===== config.mk =====
export PLATFORM = sky130hd
export DESIGN_NAME = wwdt_top
export DESIGN_NICKNAME = d
export VERILOG_FILES = /design/src/wwdt_pkg.sv /design/src/wwdt_link_if.sv /design/src/wwdt_low_power_rc_osc.sv /design/src/wwdt_scaler.sv /design/src/wwdt_top.sv
export SDC_FILE = /design/constraint.sdc
export NUM_CORES = 1
export LEC_CHECK = 0
export ABC_AREA = 1
export BUFFER_PORTS_ARGS = -buffer_cell sky130_fd_sc_hd__buf_2
export CAP_MARGIN = 5
export CORE_MARGIN = 10
export CORE_UTILIZATION = 50
export CTS_CLUSTER_DIAMETER = 150
export DETAILED_ROUTE_END_ITERATION = 7
export PLACE_DENSITY = 0.75
export SETUP_SLACK_MARGIN = 0.3
export SYNTH_ARGS = -nofsm -noshare
export SYNTH_HDL_FRONTEND = slang
export SYNTH_SLANG_ARGS = --single-unit

===== constraint.sdc =====
create_clock -name hclk -period 4.5 [get_ports hclk]
set_input_delay 0.45 -clock hclk [delete_from_list [all_inputs] [get_ports hclk]]
set_output_delay 0.45 -clock hclk [all_outputs]
set_load 0.02 [all_outputs]

===== src/wwdt_pkg.sv =====
// Package of constants, types and helpers for the windowed watchdog timer
package wwdt_pkg;

	// ********************************************************
	// Register map and field layout
	// ********************************************************
	localparam logic [31:0] WWDT_CFG_OFS = 32'h0000_0000;
	localparam logic [31:0] WWDT_RCTL_OFS = 32'h0000_0004;
	localparam logic [31:0] WWDT_STAT_OFS = 32'h0000_0008;
	localparam int WWDT_CFG_POST_LSB = 0;
	localparam int WWDT_CFG_PRE_BIT = 4;
	localparam int WWDT_CFG_WINOFF_BIT = 6;
	localparam int WWDT_CFG_FIXEN_BIT = 7;
	localparam int WWDT_RCTL_SOFTEN_BIT = 5;
	localparam int WWDT_RCTL_TO_BIT = 4;
	localparam int WWDT_RCTL_SLEEP_BIT = 3;
	localparam int WWDT_RCTL_IDLE_BIT = 2;
	localparam int WWDT_STAT_WIN_BIT = 24;
	localparam int WWDT_STAT_STATE_LSB = 25;
	localparam int WWDT_STAT_OSC_BIT = 27;
	localparam logic [7:0] WWDT_CFG_RESET = 8'hff;
	localparam logic [1:0] WWDT_CFG_LOAD_CYC = 2'h2;

	// ********************************************************
	// Timing
	// ********************************************************
	localparam int WWDT_HCLK_PERIOD_NS = 20;
	localparam int WWDT_LOW_POWER_RC_OSC_FREQ_HZ = 32000;
	localparam int WWDT_LOW_POWER_RC_OSC_PERIOD_NS = 1000000000 / WWDT_LOW_POWER_RC_OSC_FREQ_HZ;
	localparam int WWDT_LOW_POWER_RC_OSC_DIV_CYC = WWDT_LOW_POWER_RC_OSC_PERIOD_NS / WWDT_HCLK_PERIOD_NS;
	localparam int WWDT_BASE_TO_SHORT_US = 1000;
	localparam int WWDT_BASE_TO_LONG_US = 4000;
	localparam int WWDT_PRE_SHORT_TICKS = WWDT_BASE_TO_SHORT_US * 1000 / WWDT_LOW_POWER_RC_OSC_PERIOD_NS;
	localparam int WWDT_PRE_LONG_TICKS = WWDT_BASE_TO_LONG_US * 1000 / WWDT_LOW_POWER_RC_OSC_PERIOD_NS;
	localparam logic [4:0] WWDT_PRE_LOG_SHORT = 5'h05;
	localparam logic [4:0] WWDT_PRE_LOG_LONG = 5'h07;
	localparam int WWDT_CNT_W = 23;

	// ********************************************************
	// Types and helpers
	// ********************************************************
	typedef enum logic [1:0] {
		WWDT_RUN = 2'b00,
		WWDT_SLEEP = 2'b01,
		WWDT_IDLE = 2'b10
	} wwdt_state_t;

	// Total ticks per time-out: prescale times two to the postscale code
	function automatic logic [WWDT_CNT_W-1:0] wwdt_period(input logic pre_sel, input logic [3:0] post_sel);
		logic [4:0] sh;
		sh = (pre_sel ? WWDT_PRE_LOG_LONG : WWDT_PRE_LOG_SHORT) + {1'b0, post_sel};
		return {{(WWDT_CNT_W-1){1'b0}}, 1'b1} << sh;
	endfunction

endpackage


===== src/wwdt_link_if.sv =====
// Interface joining the watchdog top, its oscillator tick and its counter
`timescale 1ns/1ps
interface wwdt_link_if;
	import wwdt_pkg::*;
	logic osc_en;
	logic tick;
	logic clear;
	logic pre_sel;
	logic [3:0] post_sel;
	logic [WWDT_CNT_W-1:0] count;
	logic timeout;
	logic window_open;
	modport ctrl(output osc_en, output clear, output pre_sel, output post_sel,
		input tick, input count, input timeout, input window_open);
	modport osc(input osc_en, output tick);
	modport scaler(input tick, input clear, input pre_sel, input post_sel,
		output count, output timeout, output window_open);
endinterface


===== src/wwdt_low_power_rc_osc.sv =====
// Tick source standing for the low-power RC oscillator
`timescale 1ns/1ps
module wwdt_low_power_rc_osc #(
	parameter int DIV = wwdt_pkg::WWDT_LOW_POWER_RC_OSC_DIV_CYC
) (
	input wire logic hclk,
	input wire logic hresetn,
	wwdt_link_if.osc lnk
);
	import wwdt_pkg::*;

	logic [15:0] div_reg;
	logic tick_reg;
	logic [15:0] gap_reg;

	initial begin
		if (DIV < 2 || DIV > 65535) begin
			$error("wwdt_low_power_rc_osc: DIV out of range");
		end
	end

	// ********************************************************
	// Divider runs only while the oscillator is enabled
	// ********************************************************
	always_ff @(posedge hclk or negedge hresetn) begin
		if (!hresetn) begin
			div_reg <= 16'h0000;
			tick_reg <= 1'b0;
		end else if (!lnk.osc_en) begin
			div_reg <= 16'h0000;
			tick_reg <= 1'b0;
		end else if (div_reg == 16'(DIV - 1)) begin
			div_reg <= 16'h0000;
			tick_reg <= 1'b1;
		end else begin
			div_reg <= div_reg + 16'h0001;
			tick_reg <= 1'b0;
		end
	end

	assign lnk.tick = tick_reg;

	// Helper: cycles since the last tick
	always_ff @(posedge hclk or negedge hresetn) begin
		if (!hresetn) begin
			gap_reg <= 16'h0000;
		end else if (!lnk.osc_en) begin
			gap_reg <= 16'h0000;
		end else if (tick_reg) begin
			gap_reg <= 16'h0001;
		end else begin
			gap_reg <= gap_reg + 16'h0001;
		end
	end
endmodule // wwdt_low_power_rc_osc


===== src/wwdt_scaler.sv =====
// Combined prescaler and postscaler counter of the watchdog
`timescale 1ns/1ps
module wwdt_scaler (
	input wire logic hclk,
	input wire logic hresetn,
	wwdt_link_if.scaler lnk
);
	import wwdt_pkg::*;

	logic [WWDT_CNT_W-1:0] count_reg;
	logic timeout_reg;
	logic [WWDT_CNT_W-1:0] period;

	assign period = wwdt_period(lnk.pre_sel, lnk.post_sel);

	// ********************************************************
	// Counter, wrap and time-out pulse
	// ********************************************************
	always_ff @(posedge hclk or negedge hresetn) begin
		if (!hresetn) begin
			count_reg <= '0;
			timeout_reg <= 1'b0;
		end else if (lnk.clear) begin
			count_reg <= '0;
			timeout_reg <= 1'b0;
		end else if (lnk.tick && count_reg >= period - 1'b1) begin
			count_reg <= '0;
			timeout_reg <= 1'b1;
		end else if (lnk.tick) begin
			count_reg <= count_reg + 1'b1;
			timeout_reg <= 1'b0;
		end else begin
			timeout_reg <= 1'b0;
		end
	end

	assign lnk.count = count_reg;
	assign lnk.timeout = timeout_reg;
	assign lnk.window_open = count_reg >= (period - (period >> 2));
endmodule // wwdt_scaler


===== src/wwdt_top.sv =====
// Windowed watchdog timer top with an AHB-Lite register slave
//
// The AHB-Lite slave port and the address map were left to the implementer.
`timescale 1ns/1ps
module wwdt_top #(
	parameter int LOW_POWER_RC_OSC_DIV = wwdt_pkg::WWDT_LOW_POWER_RC_OSC_DIV_CYC
) (
	input wire logic hclk,
	input wire logic hresetn,
	input wire logic hsel,
	input wire logic [31:0] haddr,
	input wire logic [1:0] htrans,
	input wire logic hwrite,
	input wire logic [2:0] hsize,
	input wire logic [31:0] hwdata,
	input wire logic hready,
	output logic hreadyout,
	output logic [31:0] hrdata,
	output logic hresp,
	input wire logic [7:0] config_bits,
	input wire logic clear_counter_instr,
	input wire logic power_save_instr,
	input wire logic power_save_idle,
	input wire logic wake_event,
	input wire logic clock_switch_done,
	output logic wdt_reset_req,
	output logic wake_req,
	output logic low_power_rc_osc_enable,
	output logic sleep_active
);
	import wwdt_pkg::*;

	wwdt_link_if lnk();

	logic [7:0] cfg_meta_reg;
	logic [7:0] cfg_sync_reg;
	logic [1:0] cfg_cnt_reg;
	logic [7:0] watchdog_config_reg;
	logic soft_enable_reg;
	logic timeout_flag_reg;
	logic sleep_flag_reg;
	logic idle_flag_reg;
	wwdt_state_t state_reg;
	wwdt_state_t state_next;
	logic wdt_reset_reg;
	logic wake_reg;
	logic sleep_active_reg;
	logic osc_en_reg;
	logic wr_pend_reg;
	logic [31:0] wr_addr_reg;
	logic [31:0] hrdata_reg;
	logic wdt_on;
	logic fixed_enable_cfg;
	logic window_off_cfg;
	logic addr_phase;
	logic early_clear;
	logic sleep_timeout;
	logic rctl_write;
	logic [31:0] rd_word;

	initial begin
		if (LOW_POWER_RC_OSC_DIV < 2 || LOW_POWER_RC_OSC_DIV > 65535) begin
			$error("wwdt_top: LOW_POWER_RC_OSC_DIV out of range");
		end
		if (WWDT_PRE_SHORT_TICKS != 32 || WWDT_PRE_LONG_TICKS != 128) begin
			$error("wwdt_top: base time-out does not match prescale ratios");
		end
	end

	// ********************************************************
	// Submodules
	// ********************************************************
	wwdt_low_power_rc_osc #(.DIV(LOW_POWER_RC_OSC_DIV)) u_low_power_rc_osc (
		.hclk(hclk),
		.hresetn(hresetn),
		.lnk(lnk.osc)
	);

	wwdt_scaler u_scaler (
		.hclk(hclk),
		.hresetn(hresetn),
		.lnk(lnk.scaler)
	);

	// ********************************************************
	// Configuration capture after reset release
	// ********************************************************
	always_ff @(posedge hclk or negedge hresetn) begin
		if (!hresetn) begin
			cfg_meta_reg <= WWDT_CFG_RESET;
			cfg_sync_reg <= WWDT_CFG_RESET;
		end else begin
			cfg_meta_reg <= config_bits;
			cfg_sync_reg <= cfg_meta_reg;
		end
	end

	always_ff @(posedge hclk or negedge hresetn) begin
		if (!hresetn) begin
			cfg_cnt_reg <= 2'h0;
			watchdog_config_reg <= WWDT_CFG_RESET;
		end else if (cfg_cnt_reg != 2'h3) begin
			cfg_cnt_reg <= cfg_cnt_reg + 2'h1;
			if (cfg_cnt_reg == WWDT_CFG_LOAD_CYC) begin
				watchdog_config_reg <= cfg_sync_reg;
			end
		end
	end

	assign fixed_enable_cfg = watchdog_config_reg[WWDT_CFG_FIXEN_BIT];
	assign window_off_cfg = watchdog_config_reg[WWDT_CFG_WINOFF_BIT];
	assign wdt_on = fixed_enable_cfg | soft_enable_reg;

	assign lnk.pre_sel = watchdog_config_reg[WWDT_CFG_PRE_BIT];
	assign lnk.post_sel = watchdog_config_reg[WWDT_CFG_POST_LSB +: 4];

	always_ff @(posedge hclk or negedge hresetn) begin
		if (!hresetn) begin
			osc_en_reg <= 1'b0;
		end else begin
			osc_en_reg <= wdt_on;
		end
	end
	assign lnk.osc_en = osc_en_reg;

	// ********************************************************
	// Power-save state and counter clears
	// ********************************************************
	assign sleep_timeout = lnk.timeout && state_reg != WWDT_RUN;
	assign early_clear = state_reg == WWDT_RUN && clear_counter_instr && wdt_on && !window_off_cfg
		&& !lnk.window_open;

	assign lnk.clear = !wdt_on || clock_switch_done
		|| (state_reg == WWDT_RUN && (power_save_instr || clear_counter_instr))
		|| (state_reg != WWDT_RUN && (wake_event || lnk.timeout));

	always_comb begin
		state_next = state_reg;
		case (state_reg)
			WWDT_RUN: begin
				if (power_save_instr) begin
					state_next = power_save_idle ? WWDT_IDLE : WWDT_SLEEP;
				end
			end
			WWDT_SLEEP, WWDT_IDLE: begin
				if (wake_event || lnk.timeout) begin
					state_next = WWDT_RUN;
				end
			end
			default: begin
				state_next = WWDT_RUN;
			end
		endcase
	end

	always_ff @(posedge hclk or negedge hresetn) begin
		if (!hresetn) begin
			state_reg <= WWDT_RUN;
		end else begin
			state_reg <= state_next;
		end
	end

	// Registered copy of the power-save state
	always_ff @(posedge hclk or negedge hresetn) begin
		if (!hresetn) begin
			sleep_active_reg <= 1'b0;
		end else begin
			sleep_active_reg <= state_next != WWDT_RUN;
		end
	end

	always_ff @(posedge hclk or negedge hresetn) begin
		if (!hresetn) begin
			wdt_reset_reg <= 1'b0;
			wake_reg <= 1'b0;
		end else begin
			wdt_reset_reg <= (lnk.timeout && state_reg == WWDT_RUN) || early_clear;
			wake_reg <= sleep_timeout;
		end
	end

	// ********************************************************
	// AHB-Lite slave
	// ********************************************************
	assign addr_phase = hsel && htrans[1] && hready;
	assign rctl_write = wr_pend_reg && wr_addr_reg == WWDT_RCTL_OFS;

	always_comb begin
		rd_word = 32'h0000_0000;
		if (haddr == WWDT_CFG_OFS) begin
			rd_word[7:0] = watchdog_config_reg;
		end else if (haddr == WWDT_RCTL_OFS) begin
			rd_word[WWDT_RCTL_SOFTEN_BIT] = soft_enable_reg;
			rd_word[WWDT_RCTL_TO_BIT] = timeout_flag_reg;
			rd_word[WWDT_RCTL_SLEEP_BIT] = sleep_flag_reg;
			rd_word[WWDT_RCTL_IDLE_BIT] = idle_flag_reg;
		end else if (haddr == WWDT_STAT_OFS) begin
			rd_word[WWDT_CNT_W-1:0] = lnk.count;
			rd_word[WWDT_STAT_WIN_BIT] = lnk.window_open;
			rd_word[WWDT_STAT_STATE_LSB +: 2] = state_reg;
			rd_word[WWDT_STAT_OSC_BIT] = osc_en_reg;
		end
	end

	always_ff @(posedge hclk or negedge hresetn) begin
		if (!hresetn) begin
			wr_pend_reg <= 1'b0;
			wr_addr_reg <= 32'h0000_0000;
			hrdata_reg <= 32'h0000_0000;
		end else begin
			wr_pend_reg <= addr_phase && hwrite;
			if (addr_phase) begin
				wr_addr_reg <= haddr;
			end
			if (addr_phase && !hwrite) begin
				hrdata_reg <= rd_word;
			end
		end
	end

	always_ff @(posedge hclk or negedge hresetn) begin
		if (!hresetn) begin
			soft_enable_reg <= 1'b0;
		end else if (rctl_write) begin
			soft_enable_reg <= hwdata[WWDT_RCTL_SOFTEN_BIT];
		end
	end

	// time-out flag, set wins over a software clear
	always_ff @(posedge hclk or negedge hresetn) begin
		if (!hresetn) begin
			timeout_flag_reg <= 1'b0;
		end else if (lnk.timeout || early_clear) begin
			timeout_flag_reg <= 1'b1;
		end else if (rctl_write && !hwdata[WWDT_RCTL_TO_BIT]) begin
			timeout_flag_reg <= 1'b0;
		end
	end

	// power-save flags held until software clears them
	always_ff @(posedge hclk or negedge hresetn) begin
		if (!hresetn) begin
			sleep_flag_reg <= 1'b0;
			idle_flag_reg <= 1'b0;
		end else begin
			if (state_reg == WWDT_RUN && power_save_instr && !power_save_idle) begin
				sleep_flag_reg <= 1'b1;
			end else if (rctl_write && !hwdata[WWDT_RCTL_SLEEP_BIT]) begin
				sleep_flag_reg <= 1'b0;
			end
			if (state_reg == WWDT_RUN && power_save_instr && power_save_idle) begin
				idle_flag_reg <= 1'b1;
			end else if (rctl_write && !hwdata[WWDT_RCTL_IDLE_BIT]) begin
				idle_flag_reg <= 1'b0;
			end
		end
	end

	assign hreadyout = 1'b1;
	assign hresp = 1'b0;
	assign hrdata = hrdata_reg;
	assign wdt_reset_req = wdt_reset_reg;
	assign wake_req = wake_reg;
	assign low_power_rc_osc_enable = osc_en_reg;
	assign sleep_active = sleep_active_reg;
endmodule // wwdt_top

==> results.py <==
metrics = {
    "run_status": {
        "status": "finished clean",
    },
    "critical_path": {
        "crit_type": "reg -> reg",
        "path_buf_inv": 3,
        "r2r_setup_slack_ns": 0.42,
        "cp.required_ns": 4.79,
        "worst_path_largest_cell_delay_ns": 0.57,
        "cp-end-kind": "register",
        "reg2reg_to": "timeout_flag_reg",
        "cpMostUsedCell": "nand2_2",
        "worstPathArrival_ns": 4.37,
        "worst-r2r-cell-count": 28,
        "timing.critical_path.fanout_max": 6,
        "slowest_stage": "dfstp_2",
        "path_delay_family": "simple AND/OR/NAND/NOR gates",
        "worstReg2RegStart": "watchdog_config_reg[4]",
        "critPathLaunchType": "register",
    },
    "finish": {
        "area_growth_pct": 21.78,
        "fin_area_um2": 10910,
        "drive_gt1_share_pct": 24.75,
        "nets": 1427,
        "final_cell_mix": "239 x nand2_1, 135 x inv_1, 113 x dfrtp_1",
        "n_antenna_cell": 0,
        "num-fill-cells": 1460,
        "final_common_cell": "nand2_1",
        "largest_register_ffs": 32,
    },
    "synth": {
        "ys_seq_area_share_pct": 38.59,
        "yosys_warnings": 0,
        "synth_compound_area_share_pct": 9.858,
        "async_reset_ff_share_pct": 100.0,
        "synth.area.top_cells": "dfrtp_1 32%, nand2_1 11%, ha_1 10%, dfstp_2 7.0%, inv_1 5.9%",
        "synth_edf_count": 0,
        "synth.ff_latch_count": 137,
        "synth-simple-area-share_pct": 27.81,
        "synthAdderAreaFrac_pct": 10.70,
        "syn_avg_cell_area_um2": 7.902,
        "synthMuxAreaShare_pct": 1.382,
        "syn_area_um2": 8961,
        "synthXorXnorAreaFrac_pct": 4.007,
        "synth_top_family_by_area": "simple AND/OR/NAND/NOR gates",
        "synth-main-ff-cell": "dfrtp_1",
        "synth.distinct_cells": 44,
        "synthCells": 1134,
        "synth_area_leader_cell": "dfrtp_1",
        "yosysTopAreaCellShare_pct": 31.56,
    },
    "grt": {
        "grt_pass1_wl_um": 37650,
        "grt-ovfl-total": 0,
        "grt.total_usage_pct": 19.10,
        "antenna_found_initial": 0,
        "grt_max_degree": 112,
        "grt_pass1_vias": 7708,
    },
    "power_and_ir_drop": {
        "p_per_area_nw_per_um2": 344.5,
        "irDropWorstVdd_mv": 0.2987,
        "total_power_uw": 3760,
        "p_leak_uw": 0.005358,
    },
    "floorplan": {
        "coreArea_um2": 17420,
        "rows": 48,
        "die_w_um": 153.9,
        "io_pins": 125,
        "dieArea_um2": 23680,
        "start_util_pct": 51.45,
        "die_h_um": 153.9,
    },
    "timing": {
        "fin_crit_ns": 4.085,
        "holdWs_ns": 0.1314,
        "max_slew_margin_pct": 34.94,
        "final.setup.tns_ns": 0,
        "tightest_slew_ns": 0.9760,
        "hold_violations": 0,
        "rsz0062_at_grt": "false",
        "fin_crit_sh_pct": 90.77,
        "clock_skew_ns": 0.006962,
        "finalWorstSetupSlack_ns": 0.4154,
        "drv_slew": 0,
        "final-setup-viol-count": 0,
        "fmax_mhz": 244.8,
    },
    "min_path": {
        "hold_depth": 1,
        "min_path_type": "in -> reg",
        "min_to": "cfg_meta_reg[7]",
        "hp-start": "config_bits[7]",
    },
    "placed_design": {
        "hpwl_um": 17150,
        "place_ws_ns": 0.04299,
        "place_area_um2": 9777,
        "place_congestion": 0.9066,
        "portBuffers": 85,
    },
    "route": {
        "dr.pass1.iters": 5,
        "drt_iter0_drc": 621,
        "ant_nets": 0,
        "wirelength_um": 23320,
        "dr_total_vias": 7999,
        "wire_per_inst_um": 15.53,
        "drc": 0,
        "vias_per_cell": 5.326,
    },
    "clock_tree": {
        "htree_levels": 4,
        "tritoncts": "done",
        "cts_inserted_buffers": 17,
        "clock_sinks": 137,
        "cts_max_path_buffers": 2,
        "path_clk_slew_ns": 0.06,
        "ctsHoldBuffers": 0,
        "cts-root-buf": "clkbuf_16",
        "clkLatencyLatePin_ns": 0.42,
    },
    "flow_run": {
        "maxCapViolCount": 0,
    },
}
-- report_power, final --
group | switching, µW | total [µW] | internal [µW]
Sequential | 50.0 | 1380 | 1330
Combinational | 519 | 844 | 325
Clock | 527 | 1540 | 1010
Total | 1100 | 3760 | 2660
-- metal layers --
metal | global-route usage [%] | vias to the layer above | wire, µm
met5 | 0 | - | 0
li1 | - | 3952 | -
met1 | 24.56 | 3760 | 10200
met3 | 4.212 | 35 | 1434
met4 | 5.218 | 0 | 473
met2 | 31.66 | 252 | 11220
-- worst max-delay path by stage --
stage	endpoint	cells after the start	slack [ns]	start
after floorplan	wdt_reset_req	28	0.60	watchdog_config_reg[1]
after global placement	wdt_reset_req	29	0.13	watchdog_config_reg[4]
after detailed placement	wdt_reset_req	29	0.04	watchdog_config_reg[4]
after CTS	wdt_reset_req	29	0.32	watchdog_config_reg[4]
after global routing	timeout_flag_reg	28	0.24	watchdog_config_reg[4]
final	timeout_flag_reg	28	0.42	watchdog_config_reg[4]
-- area by class of cell --
type	count	area (µm²)	share of cell area, %
multi-input combinational	845	5301	48.58
sequential	137	3458	31.69
timing repair buffer	114	656.9	6.019
inverter	149	561.8	5.148
clock buffer	20	456.7	4.185
tap	225	281.5	2.580
clock inverter	12	196.4	1.800
-- through the flow --
stage | utilization [%] | instances
after floorplan | - | 1153
after global placement | 56.14 | 1461
after detailed placement | 56.14 | 1461
after CTS | 60.92 | 1498
after global routing | 62.66 | 1502
final | 62.66 | 1502
-- synthesized netlist by cell type, types with 14 or more instances --
cell,count
dfstp_2,24
xnor2_1,16
nor3_1,23
dfrtp_1,113
o21ai_0,78
nand3_1,49
nor2_1,100
ha_1,75
xor2_1,25
a21oi_1,51
inv_1,141
nand2_1,254
o21ai_1,14
nand2_2,17
nand4_1,33
-- cell families (layout without fill, tap and decap cells) --
| logic type | after synthesis | count (layout) |
|---|---|---|
| AO/OA/AOI/OAI | 165 | 165 |
| XOR/XNOR | 41 | 41 |
| adder cells (fa/ha/maj) | 76 | 76 |
| buffers and inverters | 171 | 295 |
| flip-flops | 137 | 137 |
| multiplexers | 11 | 11 |
| other | 2 | 21 |
| AND/OR/NAND/NOR | 531 | 531 |
-- timing repair --
action	CTS	global route
endpoints found under the setup margin	3	3
resized for setup	22	64
pin swaps	6	25
setup buffers	5	4
cloned	0	0
(Power assumes the default switching activity.)
